===== src/servo_monitor_pkg.sv =====
// constants shared by the servo monitor configuration bank
package servo_monitor_pkg;

    // ----------------------------------------------------------------
    // register addresses (fieldbus parameter addresses)
    // ----------------------------------------------------------------
    localparam logic [15:0] ADDR_CLEAR_TRIGGER_MODE = 16'h0364;
    localparam logic [15:0] ADDR_SPECIAL_MASK_ONE   = 16'h0382;

    // ----------------------------------------------------------------
    // reset values
    // ----------------------------------------------------------------
    localparam logic [15:0] RST_CLEAR_TRIGGER_MODE = 16'h0000;
    localparam logic [15:0] RST_SPECIAL_MASK_ONE   = 16'h0200;

    // ----------------------------------------------------------------
    // trigger mode encodings
    // ----------------------------------------------------------------
    localparam logic [15:0] TRIG_RISING_EDGE = 16'h0000;
    localparam logic [15:0] TRIG_LEVEL       = 16'h0001;

    // ----------------------------------------------------------------
    // special function mask bit positions
    // ----------------------------------------------------------------
    localparam int BIT_RSVD0            = 0;
    localparam int BIT_RSVD1            = 1;
    localparam int BIT_ALARM_BLOCK      = 2;
    localparam int BIT_RSVD3            = 3;
    localparam int BIT_TARGET_REJ_OFF   = 4;
    localparam int BIT_TORQUE_LIMIT_OFF = 5;
    localparam int BIT_REF_PULSE_OFF    = 6;
    localparam int BIT_PULSE_SIG_OFF    = 7;
    localparam int BIT_OVERLOAD_OFF     = 8;
    localparam int BIT_PHASE_MON_ON     = 9;
    localparam int BIT_RSVD10           = 10;
    localparam int BIT_LIMIT_INHIBIT_OFF = 11;
    localparam int BIT_MAINS_OFF        = 12;
    localparam int BIT_ENC_SIM_OFF      = 13;
    localparam int BIT_FREQ_CENTI       = 14;
    localparam int BIT_INJECT_CHECK_OFF = 15;

    // ----------------------------------------------------------------
    // mode codes and scaling
    // ----------------------------------------------------------------
    localparam logic [15:0] LINEAR_CONTROL_MODE = 16'h4001;
    localparam logic [3:0]  LIMIT_SETTING_A     = 4'h1;
    localparam logic [3:0]  LIMIT_SETTING_B     = 4'h3;
    localparam logic [7:0]  HZ_TO_CENTIHZ       = 8'h64;

endpackage

===== src/clear_trigger_detect.sv =====
// rising-edge or level detection of the clear position deviation input
`timescale 1ns/1ps
`default_nettype none

module clear_trigger_detect (
    input  wire logic ref_clk,     // system clock
    input  wire logic rst,         // async reset, active high
    input  wire logic level_mode,  // 1: act on level, 0: rising edge
    input  wire logic allowed,     // function permitted by control mode
    input  wire logic pin_in,      // clear position deviation input
    output logic      fire         // one clear request this cycle
);
    logic prev_r;

    // ----------------------------------------------------------------
    // input history
    // ----------------------------------------------------------------
    always_ff @(posedge ref_clk or posedge rst) begin
        if (rst) begin
            prev_r <= 1'b0;
        end else begin
            prev_r <= pin_in;
        end
    end

    // ----------------------------------------------------------------
    // trigger decision
    // ----------------------------------------------------------------
    always_comb begin
        if (!allowed) begin
            fire = 1'b0;
        end else if (level_mode) begin
            fire = pin_in;
        end else begin
            fire = pin_in & ~prev_r;
        end
    end

endmodule

`default_nettype wire


===== src/servo_monitor_config_params.sv =====
// configuration bank for clear-deviation trigger and special function mask
`timescale 1ns/1ps
`default_nettype none

module servo_monitor_config_params
    import servo_monitor_pkg::*;
#(
    parameter int DEV_W   = 32,   // position deviation width
    parameter int MISS_W  = 32,   // missed pulse counter width
    parameter int FREQ_W  = 16,   // frequency parameter width
    parameter int FOUT_W  = 24    // scaled frequency width
) (
    input  wire logic                    ref_clk,                  // system clock
    input  wire logic                    rst,                      // async reset, active high
    // parameter access port
    input  wire logic [15:0]             param_addr,               // parameter address
    input  wire logic                    param_wr,                 // write strobe
    input  wire logic [15:0]             param_wdata,              // write data
    input  wire logic                    param_rd,                 // read strobe
    output logic      [15:0]             param_rdata,              // read data
    output logic                         param_rvalid,             // read data valid
    output logic                         param_err,                // unmapped address
    // clear position deviation
    input  wire logic [15:0]             control_mode_selection,   // active control mode code
    input  wire logic                    clear_position_deviation_input, // clear input
    input  wire logic signed [DEV_W-1:0] deviation_delta,          // per-cycle deviation change
    output logic signed [DEV_W-1:0]      position_deviation,       // accumulated deviation
    // raw monitor detections
    input  wire logic                    alarm_detect,             // bit 2 alarm source
    input  wire logic                    target_rejected_detect,   // target position rejected
    input  wire logic                    ref_pulse_detect,         // reference pulse fault
    input  wire logic                    pulse_signal_detect,      // pulse signal fault
    input  wire logic                    overload_detect,          // motor overload
    input  wire logic                    motor_phase_detect,       // motor phase fault
    input  wire logic                    mains_phase_detect,       // mains phase fault
    input  wire logic                    enc_sim_detect,           // encoder simulation fault
    // gated monitor errors
    output logic                         alarm_err,                // bit 2 alarm
    output logic                         target_rejected_err,      // target position rejected error
    output logic                         ref_pulse_err,            // reference pulse error
    output logic                         pulse_signal_err,         // pulse signal error
    output logic                         overload_err,             // motor overload error
    output logic                         motor_phase_err,          // motor phase error
    output logic                         mains_phase_err,          // mains phase error
    output logic                         enc_sim_err,              // encoder simulation error
    // torque limitation and phase injection
    output logic                         torque_current_limit_en,  // apply torque-mode limit
    output logic                         phase_injection_check_en, // run phase connection check
    // limit switches and pulse input
    input  wire logic                    negative_limit_switch,    // negative limit reached
    input  wire logic                    positive_limit_switch,    // positive limit reached
    input  wire logic [3:0]              limit_handling_setting,   // limit handling code
    input  wire logic                    master_pulse,             // incoming master pulse
    input  wire logic                    fault_reset,              // fault reset request
    output logic                         pulse_inhibit,            // pulse input blocked
    output logic                         pulse_pass,               // master pulse forwarded
    output logic [MISS_W-1:0]            missed_pulses,            // pulses held back at limit
    // frequency scaling
    input  wire logic [FREQ_W-1:0]       frequency_parameter,      // raw frequency value
    output logic [FOUT_W-1:0]            frequency_centihz         // frequency in 0.01 Hz
);
    import servo_monitor_pkg::*;

    logic [15:0]              clear_deviation_trigger_mode_r;
    logic [15:0]              special_function_mask_one_r;
    logic                     clear_fire;
    logic                     limit_hit;
    logic                     limit_latched_r;
    logic                     inhibit_now;
    logic                     discard_setting;
    logic [FOUT_W-1:0]        freq_nxt;

    // ----------------------------------------------------------------
    // parameter registers
    // ----------------------------------------------------------------
    // reserved bits stored as written
    always_ff @(posedge ref_clk or posedge rst) begin
        if (rst) begin
            clear_deviation_trigger_mode_r <= RST_CLEAR_TRIGGER_MODE;
            special_function_mask_one_r    <= RST_SPECIAL_MASK_ONE;
        end else if (param_wr) begin
            if (param_addr == ADDR_CLEAR_TRIGGER_MODE) begin
                clear_deviation_trigger_mode_r <= param_wdata;
            end else if (param_addr == ADDR_SPECIAL_MASK_ONE) begin
                special_function_mask_one_r <= param_wdata;
            end
        end
    end

    // ----------------------------------------------------------------
    // read back
    // ----------------------------------------------------------------
    always_ff @(posedge ref_clk or posedge rst) begin
        if (rst) begin
            param_rdata  <= 16'h0000;
            param_rvalid <= 1'b0;
            param_err    <= 1'b0;
        end else begin
            param_rvalid <= param_rd;
            param_err    <= 1'b0;
            if (!param_rd) begin
                param_rdata <= 16'h0000;
            end else if (param_addr == ADDR_CLEAR_TRIGGER_MODE) begin
                param_rdata <= clear_deviation_trigger_mode_r;
            end else if (param_addr == ADDR_SPECIAL_MASK_ONE) begin
                param_rdata <= special_function_mask_one_r;
            end else begin
                param_rdata <= 16'h0000;
                param_err   <= 1'b1;
            end
        end
    end

    // ----------------------------------------------------------------
    // clear position deviation
    // ----------------------------------------------------------------
    // only bit 0 of the mode decides
    clear_trigger_detect u_clear_trigger_detect (
        .ref_clk    (ref_clk),
        .rst        (rst),
        .level_mode (clear_deviation_trigger_mode_r[0]),
        .allowed    (control_mode_selection == LINEAR_CONTROL_MODE),
        .pin_in     (clear_position_deviation_input),
        .fire       (clear_fire)
    );

    // clear beats the accumulation of the same cycle
    always_ff @(posedge ref_clk or posedge rst) begin
        if (rst) begin
            position_deviation <= '0;
        end else if (clear_fire) begin
            position_deviation <= '0;
        end else begin
            position_deviation <= position_deviation + deviation_delta;
        end
    end

    // ----------------------------------------------------------------
    // monitor gating
    // ----------------------------------------------------------------
    // errors lag detectors one cycle
    always_ff @(posedge ref_clk or posedge rst) begin
        if (rst) begin
            alarm_err           <= 1'b0;
            target_rejected_err <= 1'b0;
            ref_pulse_err       <= 1'b0;
            pulse_signal_err    <= 1'b0;
            overload_err        <= 1'b0;
            motor_phase_err     <= 1'b0;
            mains_phase_err     <= 1'b0;
            enc_sim_err         <= 1'b0;
        end else begin
            alarm_err           <= alarm_detect & ~special_function_mask_one_r[BIT_ALARM_BLOCK];
            target_rejected_err <= target_rejected_detect
                                   & ~special_function_mask_one_r[BIT_TARGET_REJ_OFF];
            ref_pulse_err       <= ref_pulse_detect & ~special_function_mask_one_r[BIT_REF_PULSE_OFF];
            pulse_signal_err    <= pulse_signal_detect & ~special_function_mask_one_r[BIT_PULSE_SIG_OFF];
            overload_err        <= overload_detect & ~special_function_mask_one_r[BIT_OVERLOAD_OFF];
            motor_phase_err     <= motor_phase_detect & special_function_mask_one_r[BIT_PHASE_MON_ON];
            mains_phase_err     <= mains_phase_detect & ~special_function_mask_one_r[BIT_MAINS_OFF];
            enc_sim_err         <= enc_sim_detect & ~special_function_mask_one_r[BIT_ENC_SIM_OFF];
        end
    end

    // ----------------------------------------------------------------
    // torque limit and phase injection enables
    // ----------------------------------------------------------------
    always_ff @(posedge ref_clk or posedge rst) begin
        if (rst) begin
            torque_current_limit_en  <= 1'b0;
            phase_injection_check_en <= 1'b0;
        end else begin
            torque_current_limit_en  <= ~special_function_mask_one_r[BIT_TORQUE_LIMIT_OFF];
            phase_injection_check_en <= ~special_function_mask_one_r[BIT_INJECT_CHECK_OFF];
        end
    end

    // ----------------------------------------------------------------
    // limit switch pulse inhibit
    // ----------------------------------------------------------------
    assign limit_hit       = negative_limit_switch | positive_limit_switch;
    assign inhibit_now     = limit_hit & ~special_function_mask_one_r[BIT_LIMIT_INHIBIT_OFF];
    assign discard_setting = (limit_handling_setting == LIMIT_SETTING_A)
                           | (limit_handling_setting == LIMIT_SETTING_B);

    always_ff @(posedge ref_clk or posedge rst) begin
        if (rst) begin
            pulse_inhibit <= 1'b0;
            pulse_pass    <= 1'b0;
        end else begin
            pulse_inhibit <= inhibit_now;
            pulse_pass    <= master_pulse & ~inhibit_now;
        end
    end

    // a new hit wins over the clear
    always_ff @(posedge ref_clk or posedge rst) begin
        if (rst) begin
            limit_latched_r <= 1'b0;
        end else if (limit_hit) begin
            limit_latched_r <= 1'b1;
        end else if (fault_reset) begin
            limit_latched_r <= 1'b0;
        end
    end

    // other settings keep pulses for the motion core
    always_ff @(posedge ref_clk or posedge rst) begin
        if (rst) begin
            missed_pulses <= '0;
        end else if (fault_reset && discard_setting && limit_latched_r) begin
            missed_pulses <= '0;
        end else if (master_pulse && inhibit_now) begin
            missed_pulses <= missed_pulses + MISS_W'(1);
        end
    end

    // ----------------------------------------------------------------
    // frequency unit
    // ----------------------------------------------------------------
    always_comb begin
        if (special_function_mask_one_r[BIT_FREQ_CENTI]) begin
            freq_nxt = FOUT_W'(frequency_parameter);
        end else begin
            freq_nxt = FOUT_W'(frequency_parameter * HZ_TO_CENTIHZ);
        end
    end

    always_ff @(posedge ref_clk or posedge rst) begin
        if (rst) begin
            frequency_centihz <= '0;
        end else begin
            frequency_centihz <= freq_nxt;
        end
    end

    // bits 0, 1, 3 and 10 feed no logic

endmodule

`default_nettype wire


===== config.mk =====
export PLATFORM = sky130hd
export DESIGN_NAME = servo_monitor_config_params
export DESIGN_NICKNAME = d
export VERILOG_FILES = /design/src/servo_monitor_pkg.sv /design/src/clear_trigger_detect.sv /design/src/servo_monitor_config_params.sv
export SDC_FILE = /design/constraint.sdc
export NUM_CORES = 1
export LEC_CHECK = 0
export ABC_CLOCK_PERIOD_IN_PS = 5050
export BUFFER_PORTS_ARGS = -buffer_cell sky130_fd_sc_hd__buf_4
export CORE_MARGIN = 2
export CORE_UTILIZATION = 49
export CTS_CLUSTER_SIZE = 16
export DETAILED_ROUTE_END_ITERATION = 6
export GPL_TIMING_DRIVEN = 0
export PLACE_DENSITY = 0.78
export SLEW_MARGIN = 20
export SYNTH_ARGS = -nofsm -noshare
export SYNTH_HDL_FRONTEND = slang
export SYNTH_SLANG_ARGS = --single-unit

===== constraint.sdc =====
create_clock -name ref_clk -period 5.05 [get_ports ref_clk]
set_input_delay 0.7575 -clock ref_clk [delete_from_list [all_inputs] [get_ports ref_clk]]
set_output_delay 0.7575 -clock ref_clk [all_outputs]
set_load 0.005 [all_outputs]

==> results.sh, run 1 <==
export IMPL_cts_repair_resized=0
export IMPL_netlist_area_leader_share_pct=41.9
export IMPL_cts_setup_buffers=0
export IMPL_antenna_found_initial=0
export IMPL_cp_arrival_ns=4.01
export IMPL_drive_gt1_share_pct=28.8
export IMPL_die_h_um=139
export IMPL_syn_inst=886
export IMPL_cpMostUsedCell="ha_1"
export IMPL_drc=0
export IMPL_setup_viol=0
export IMPL_fin_crit_sh_pct=73.8
export IMPL_final_setup_tns_ns=0
export IMPL_relSlewSlack_pct=35.3
export IMPL_peakVddDrop_mv=0.307
export IMPL_hold_buffers=0
export IMPL_grt_ovfl_total=0
export IMPL_endpoint_kind="register"
export IMPL_rsz0062_at_grt="false"
export IMPL_numPlacedInstances=1348
export IMPL_synth_common_cells="dfrtp_1 (150), nor2_1 (88), ha_1 (84), inv_1 (62), nand2_1 (52)"
export IMPL_synthFlopType="dfrtp_1"
export IMPL_start_util_pct=49.9
export IMPL_ys_warn_count=0
export IMPL_period_minus_slack_ns=3.73
export IMPL_cts_sinks=151
export IMPL_worst_pin_slew_ns=0.963
export IMPL_cp_max_fo=5
export IMPL_grt_usage_pct=22.3
export IMPL_first_pass_iters=5
export IMPL_path_cells="buf_4 > ha_1 > ha_1 > fa_1 > ha_1 > a211oi_2 > o21ai_1 > a2111oi_2 > o311a_1 > o31ai_1 > a21oi_1 > xor2_1 > nor2_1"
export IMPL_row_count=49
export IMPL_synth_edf_count=0
export IMPL_synth_area_per_cell_sq_um=10.1
export IMPL_grt_max_degree=91
export IMPL_die_area_sq_um=19400
export IMPL_cts_tree="yes"
export IMPL_via_per_inst=5.35
export IMPL_clkTransAtPathRegs_ns=0.07
export IMPL_p_per_area_nw_per_um2=441
export IMPL_die_x_um=139
export IMPL_cts_root_buffer="clkbuf_16"
export IMPL_path_class="input pin to register"
export IMPL_globalplace_congestion=0.854
export IMPL_synth_net_count=1099
export IMPL_fmax_mhz=268
export IMPL_h_tree_depth=4
export IMPL_via_count=7389
export IMPL_synth_cell_types=66
export IMPL_status="complete, no violations"
export IMPL_crit_slowest_cell="fa_1"
export IMPL_layout_nets=1351
export IMPL_synth_area_leaders="dfrtp_1 (42%), ha_1 (12%), mux2_2 (4.5%)"
export IMPL_critPathRequiredTime_ns=5.34
export IMPL_grt_pass1_vias=7284
export IMPL_io_pins=235
export IMPL_max_cap_violations=0
export IMPL_p_total_mw=5.12
export IMPL_synth_largest_area_cell="dfrtp_1"
export IMPL_cts_buffers=17
export IMPL_critPathMaxStageDelay_ns=0.46
export IMPL_grt_pass1_wl_mm=35.3
export IMPL_antenna_cells=0
export IMPL_wl_per_cell_um=15.7
export IMPL_leakage_nw=5.83
export IMPL_core_sq_um=18000
export IMPL_final_core_util_pct=64.6
export IMPL_fin_cells=1380
export IMPL_async_flop_share_pct=100
export IMPL_port_buffers=232
export IMPL_synth_yosys_seq_area_share_pct=42.2
export IMPL_drt_iter0_drc=328
export IMPL_cp_start_kind="input pin"
export IMPL_clk_latency_ns=0.42
export IMPL_min_path_type="input pin to async pin"
export IMPL_ant_nets=0
export IMPL_area_growth_syn_to_layout_pct=29.5
export IMPL_nFillCells=1452
export IMPL_synth_cell_area_sq_um=8960
export IMPL_fin_skew_ns=0.0104
export IMPL_postRouteWirelength_mm=21.7
export IMPL_finalHoldViolCount=0
export IMPL_worst_hold_slack_ns=0.377
export IMPL_hpwl_mm=16.7
export IMPL_maxSlewViolCount=0
export IMPL_yosysMostFrequentCell="dfrtp_1"
export IMPL_cts_buffer_depth=2
export IMPL_synth_seq_cells=151
## cells in the final DEF, fill, tap and decap left out, types with 33 or more instances in the layout
cell type | Yosys | layout
o21ai_0 | 38 | 38
mux2_2 | 36 | 36
buf_4 | 2 | 234
a21oi_1 | 35 | 35
dfrtp_1 | 150 | 150
nand2_1 | 52 | 52
inv_1 | 62 | 61
nor2_1 | 88 | 88
nor2b_1 | 33 | 33
xor2_1 | 38 | 38
ha_1 | 84 | 84
## per-layer routing
layer / routed length, um / up-vias / part of all wire [%] / GRT usage, %
met5: 0 / - / 0 / 0
met4: 467 / 0 / 2.2 / 7.28
met3: 1090 / 33 / 5.0 / 4.34
met2: 10700 / 221 / 49 / 38.2
met1: 9490 / 3528 / 44 / 28.5
li1: - / 3607 / - / -
## cell families (layout without fill, tap and decap cells)
| logic type | count (synthesis) | in the layout | synth area share, % |
|---|---|---|---|
| multiplexers | 38 | 38 | 4.76 |
| AO/OA/AOI/OAI | 167 | 167 | 12.4 |
| flip-flops | 151 | 151 | 42.2 |
| XOR/XNOR | 61 | 61 | 5.96 |
| buffers and inverters | 88 | 353 | 3.82 |
| adder cells (fa/ha/maj) | 96 | 96 | 14.4 |
| other | 1 | 1 | 0.0418 |
| AND/OR/NAND/NOR | 284 | 284 | 16.5 |
## state kept, by name, indices dropped and copies added (netlist names)
register	count
target_rejected_err	1
param_rdata	16
torque_current_limit_en	1
ref_pulse_err	1
param_err	1
clear_deviation_trigger_mode_r	16
mains_phase_err	1
enc_sim_err	1
position_deviation	32
alarm_err	1
phase_injection_check_en	1
pulse_signal_err	1
u_clear_trigger_detect.prev_r	1
special_function_mask_one_r	16
pulse_pass	1
pulse_inhibit	1
missed_pulses	32
frequency_centihz	23
param_rvalid	1
motor_phase_err	1
overload_err	1
limit_latched_r	1
## stage by stage
step	area [sq um]	setup WS, ns
after floorplan	8960	0.229
after global placement	11000	-1.48
after detailed placement	11000	0.918
after CTS	11600	1.34
after global routing	11600	1.09
final	11600	1.32
## path summary, 6_finish.rpt
kind / endpoint / cells after the start / slack [ns] / from
worst max-delay path: frequency_centihz[22] / 13 / 1.32 / frequency_parameter[2]
min in group ref_clk: phase_injection_check_en / 1 / 0.43 / special_function_mask_one_r[15]
max in group asynchronous: special_function_mask_one_r[9] / 3 / 3.88 / rst
worst max register to register: position_deviation[28] / 10 / 1.99 / position_deviation[0]
worst min register to register: phase_injection_check_en / 1 / 0.43 / special_function_mask_one_r[15]
worst min-delay path: missed_pulses[16] / 2 / 0.38 / rst
## power by group
group	switching (mW)	internal (mW)	total [mW]
logic	1.18	1.09	2.26
clock network	0.532	0.739	1.27
registers	0.136	1.45	1.58
total	1.85	3.27	5.12
## final cells by class
| type | count | area (sq um) | area share (%) |
|---|---|---|---|
| flip-flops and latches | 151 | 3780 | 32.6 |
| clock buffers | 20 | 437 | 3.76 |
| multi-input cells | 647 | 4840 | 41.7 |
| inverters | 62 | 240 | 2.07 |
| well taps | 229 | 287 | 2.47 |
| plain buffers | 26 | 110 | 0.948 |
| repair buffers | 233 | 1770 | 15.2 |
| clock inverters | 12 | 144 | 1.24 |
## critical path, delay by kind of cell
family          cells  cell delay [ns]
fa+ha+maj           4             1.48
compound gates      6             1.45
xor+xnor            1             0.15
buf+inv             1             0.13
simple gates        1             0.05
Note: power is estimated with default switching activity, not from simulation.
==> run 2: changes to the inputs <==
--- a/config.mk
+++ b/config.mk
@@ -5,7 +5,7 @@
 export SDC_FILE = /design/constraint.sdc
 export NUM_CORES = 1
 export LEC_CHECK = 0
-export ABC_CLOCK_PERIOD_IN_PS = 5050
+export ABC_CLOCK_PERIOD_IN_PS = 3010
 export BUFFER_PORTS_ARGS = -buffer_cell sky130_fd_sc_hd__buf_4
 export CORE_MARGIN = 2
 export CORE_UTILIZATION = 49
==> constraint.sdc (replaced) <==
create_clock -name ref_clk -period 3.01 [get_ports ref_clk]
set_input_delay 0.4515 -clock ref_clk [delete_from_list [all_inputs] [get_ports ref_clk]]
set_output_delay 0.4515 -clock ref_clk [all_outputs]
set_load 0.005 [all_outputs]
==> run 2 against run 1 <==
Against the previous run: clock skew rose by 0.0028 ns; critical path depth did not move; sequential cell count did not move; critical path type unchanged; critical endpoint unchanged.
==> results.sh, run 2 (synthesis gave the netlist of run 1 again) <==
export IMPL_p_per_area_nw_per_um2=740
export IMPL_final_common_cell="buf_4"
export IMPL_grt_pass1_wl_mm=36.6
export IMPL_die_area_sq_um=19400
export IMPL_finalHoldViolCount=0
export IMPL_clk_latency_ns=0.43
export IMPL_cts_root_buffer="clkbuf_16"
export IMPL_wl_per_cell_um=16.4
export IMPL_fmax_mhz=340
export IMPL_first_pass_iters=4
export IMPL_io_pins=235
export IMPL_peakVddDrop_mv=0.483
export IMPL_clkTransAtPathRegs_ns=0.07
export IMPL_largestRegisters="missed_pulses x32, position_deviation x32, frequency_centihz x23"
export IMPL_layout_nets=1366
export IMPL_cp_max_fo=4
export IMPL_final_core_util_pct=67.6
export IMPL_globalplace_congestion=0.883
export IMPL_grt_max_degree=33
export IMPL_die_x_um=139
export IMPL_grt_ovfl_total=0
export IMPL_path_class="input pin to register"
export IMPL_max_cap_violations=0
export IMPL_via_count=7518
export IMPL_fin_cells=1395
export IMPL_numPlacedInstances=1352
export IMPL_antenna_found_initial=0
export IMPL_p_total_mw=8.98
export IMPL_mostFrequentLayoutCells="buf_4 (242), dfrtp_1 (150), nor2_1 (86), ha_1 (66), inv_1 (58)"
export IMPL_grt_usage_pct=23.2
export IMPL_hpwl_mm=17.3
export IMPL_worst_hold_slack_ns=0.0259
export IMPL_fin_skew_ns=0.0132
export IMPL_placed_area_sq_um=11300
export IMPL_postRouteWirelength_mm=22.8
export IMPL_via_per_inst=5.39
export IMPL_die_h_um=139
export IMPL_leakage_nw=5.95
export IMPL_ant_nets=0
export IMPL_stdcell_area_sq_um=12100
export IMPL_cts_tree="yes"
export IMPL_port_buffers=232
export IMPL_endpoint_kind="register"
export IMPL_period_minus_slack_ns=2.94
export IMPL_fin_crit_sh_pct=97.8
export IMPL_critPathRequiredTime_ns=3.30
export IMPL_row_count=49
export IMPL_cts_buffer_depth=2
export IMPL_core_sq_um=18000
export IMPL_antenna_cells=0
export IMPL_drive_gt1_share_pct=33.1
export IMPL_status="complete, no violations"
export IMPL_cts_buffers=17
export IMPL_min_path_type="input pin to async pin"
export IMPL_relSlewSlack_pct=34.3
export IMPL_rsz0062_at_grt="true"
export IMPL_cts_sinks=151
export IMPL_cp_start_kind="input pin"
export IMPL_setup_viol=0
export IMPL_start_util_pct=49.9
export IMPL_drc=0
export IMPL_maxSlewViolCount=0
export IMPL_hold_buffers=0
export IMPL_area_growth_syn_to_layout_pct=35.4
export IMPL_drt_iter0_drc=283
export IMPL_worst_pin_slew_ns=0.977
export IMPL_cp_arrival_ns=3.24
export IMPL_grt_pass1_vias=7487
export IMPL_h_tree_depth=4
run 2: cell types whose count changed in the layout (fill, tap and decap cells not counted), sizes merged:
cell and delta:
inv +1, clkinv +1, buf +15, clkbuf -2
bufinv -1, clkinvlp +1
run 2: critical path, cell delays in order:
cell,delay [ns]
buf_4,0.14
ha_4,0.25
ha_4,0.16
fa_1,0.59
ha_4,0.23
a211oi_4,0.27
o21ai_4,0.10
a2111oi_4,0.39
o311a_1,0.24
o31ai_2,0.07
a21oi_2,0.14
xor2_1,0.15
nor2_1,0.05
run 2: area by class of cell:
type / count / area [sq um]
Inverter: 62 / 236
Clock inverter: 14 / 156
Tap cell: 229 / 287
Clock buffer: 18 / 439
Timing Repair Buffer: 248 / 1950
Buffer: 26 / 110
Multi-Input combinational cell: 647 / 5180
Fill cell: 1373 / 5830
Sequential cell: 151 / 3780
run 2: timing repair:
action                                  4_1_cts  5_1_grt
pin swaps                                     7       27
gates cloned                                  0        0
endpoints found under the setup margin        2        8
resized for setup                             6       27
buffers inserted                              4        7
run 2: report_power, final:
part	total, mW	leakage (nW)	switching, mW	internal (mW)
registers	2.65	1.93	0.227	2.43
logic	4.19	3.73	2.13	2.05
clock network	2.14	0.287	0.938	1.20
total	8.98	5.95	3.30	5.68
run 2: per-stage QoR:
stage / setup TNS [ns] / setup WS (ns)
floorplan: -0.138 / -0.107
global placement: -43.10 / -0.464
detailed placement: -2.67 / -0.503
CTS: -0.00627 / -0.00627
global route: -0.0760 / -0.0457
finish: 0 / 0.0650
run 2: path summary, 6_finish.rpt:
path | start | depth (start not counted) | slack, ns | endpoint
worst max-delay path | frequency_parameter[1] | 13 | 0.07 | frequency_centihz[22]
worst min-delay path | rst | 2 | 0.03 | position_deviation[30]
worst max register to register | position_deviation[0] | 10 | 0.07 | position_deviation[28]
worst min register to register | special_function_mask_one_r[5] | 1 | 0.44 | torque_current_limit_en
max in group asynchronous | rst | 5 | 2.02 | special_function_mask_one_r[9]
min in group ref_clk | clear_position_deviation_input | 1 | 0.15 | u_clear_trigger_detect.prev_r
run 2: routing by layer:
layer  up-vias  routed length [um]  track usage, %
met2       240               11700            40.8
li1       3623                   -               -
met4         0                 420            6.70
met5         -                   0               0
met3        29                1270            4.96
met1      3626                9440            28.8
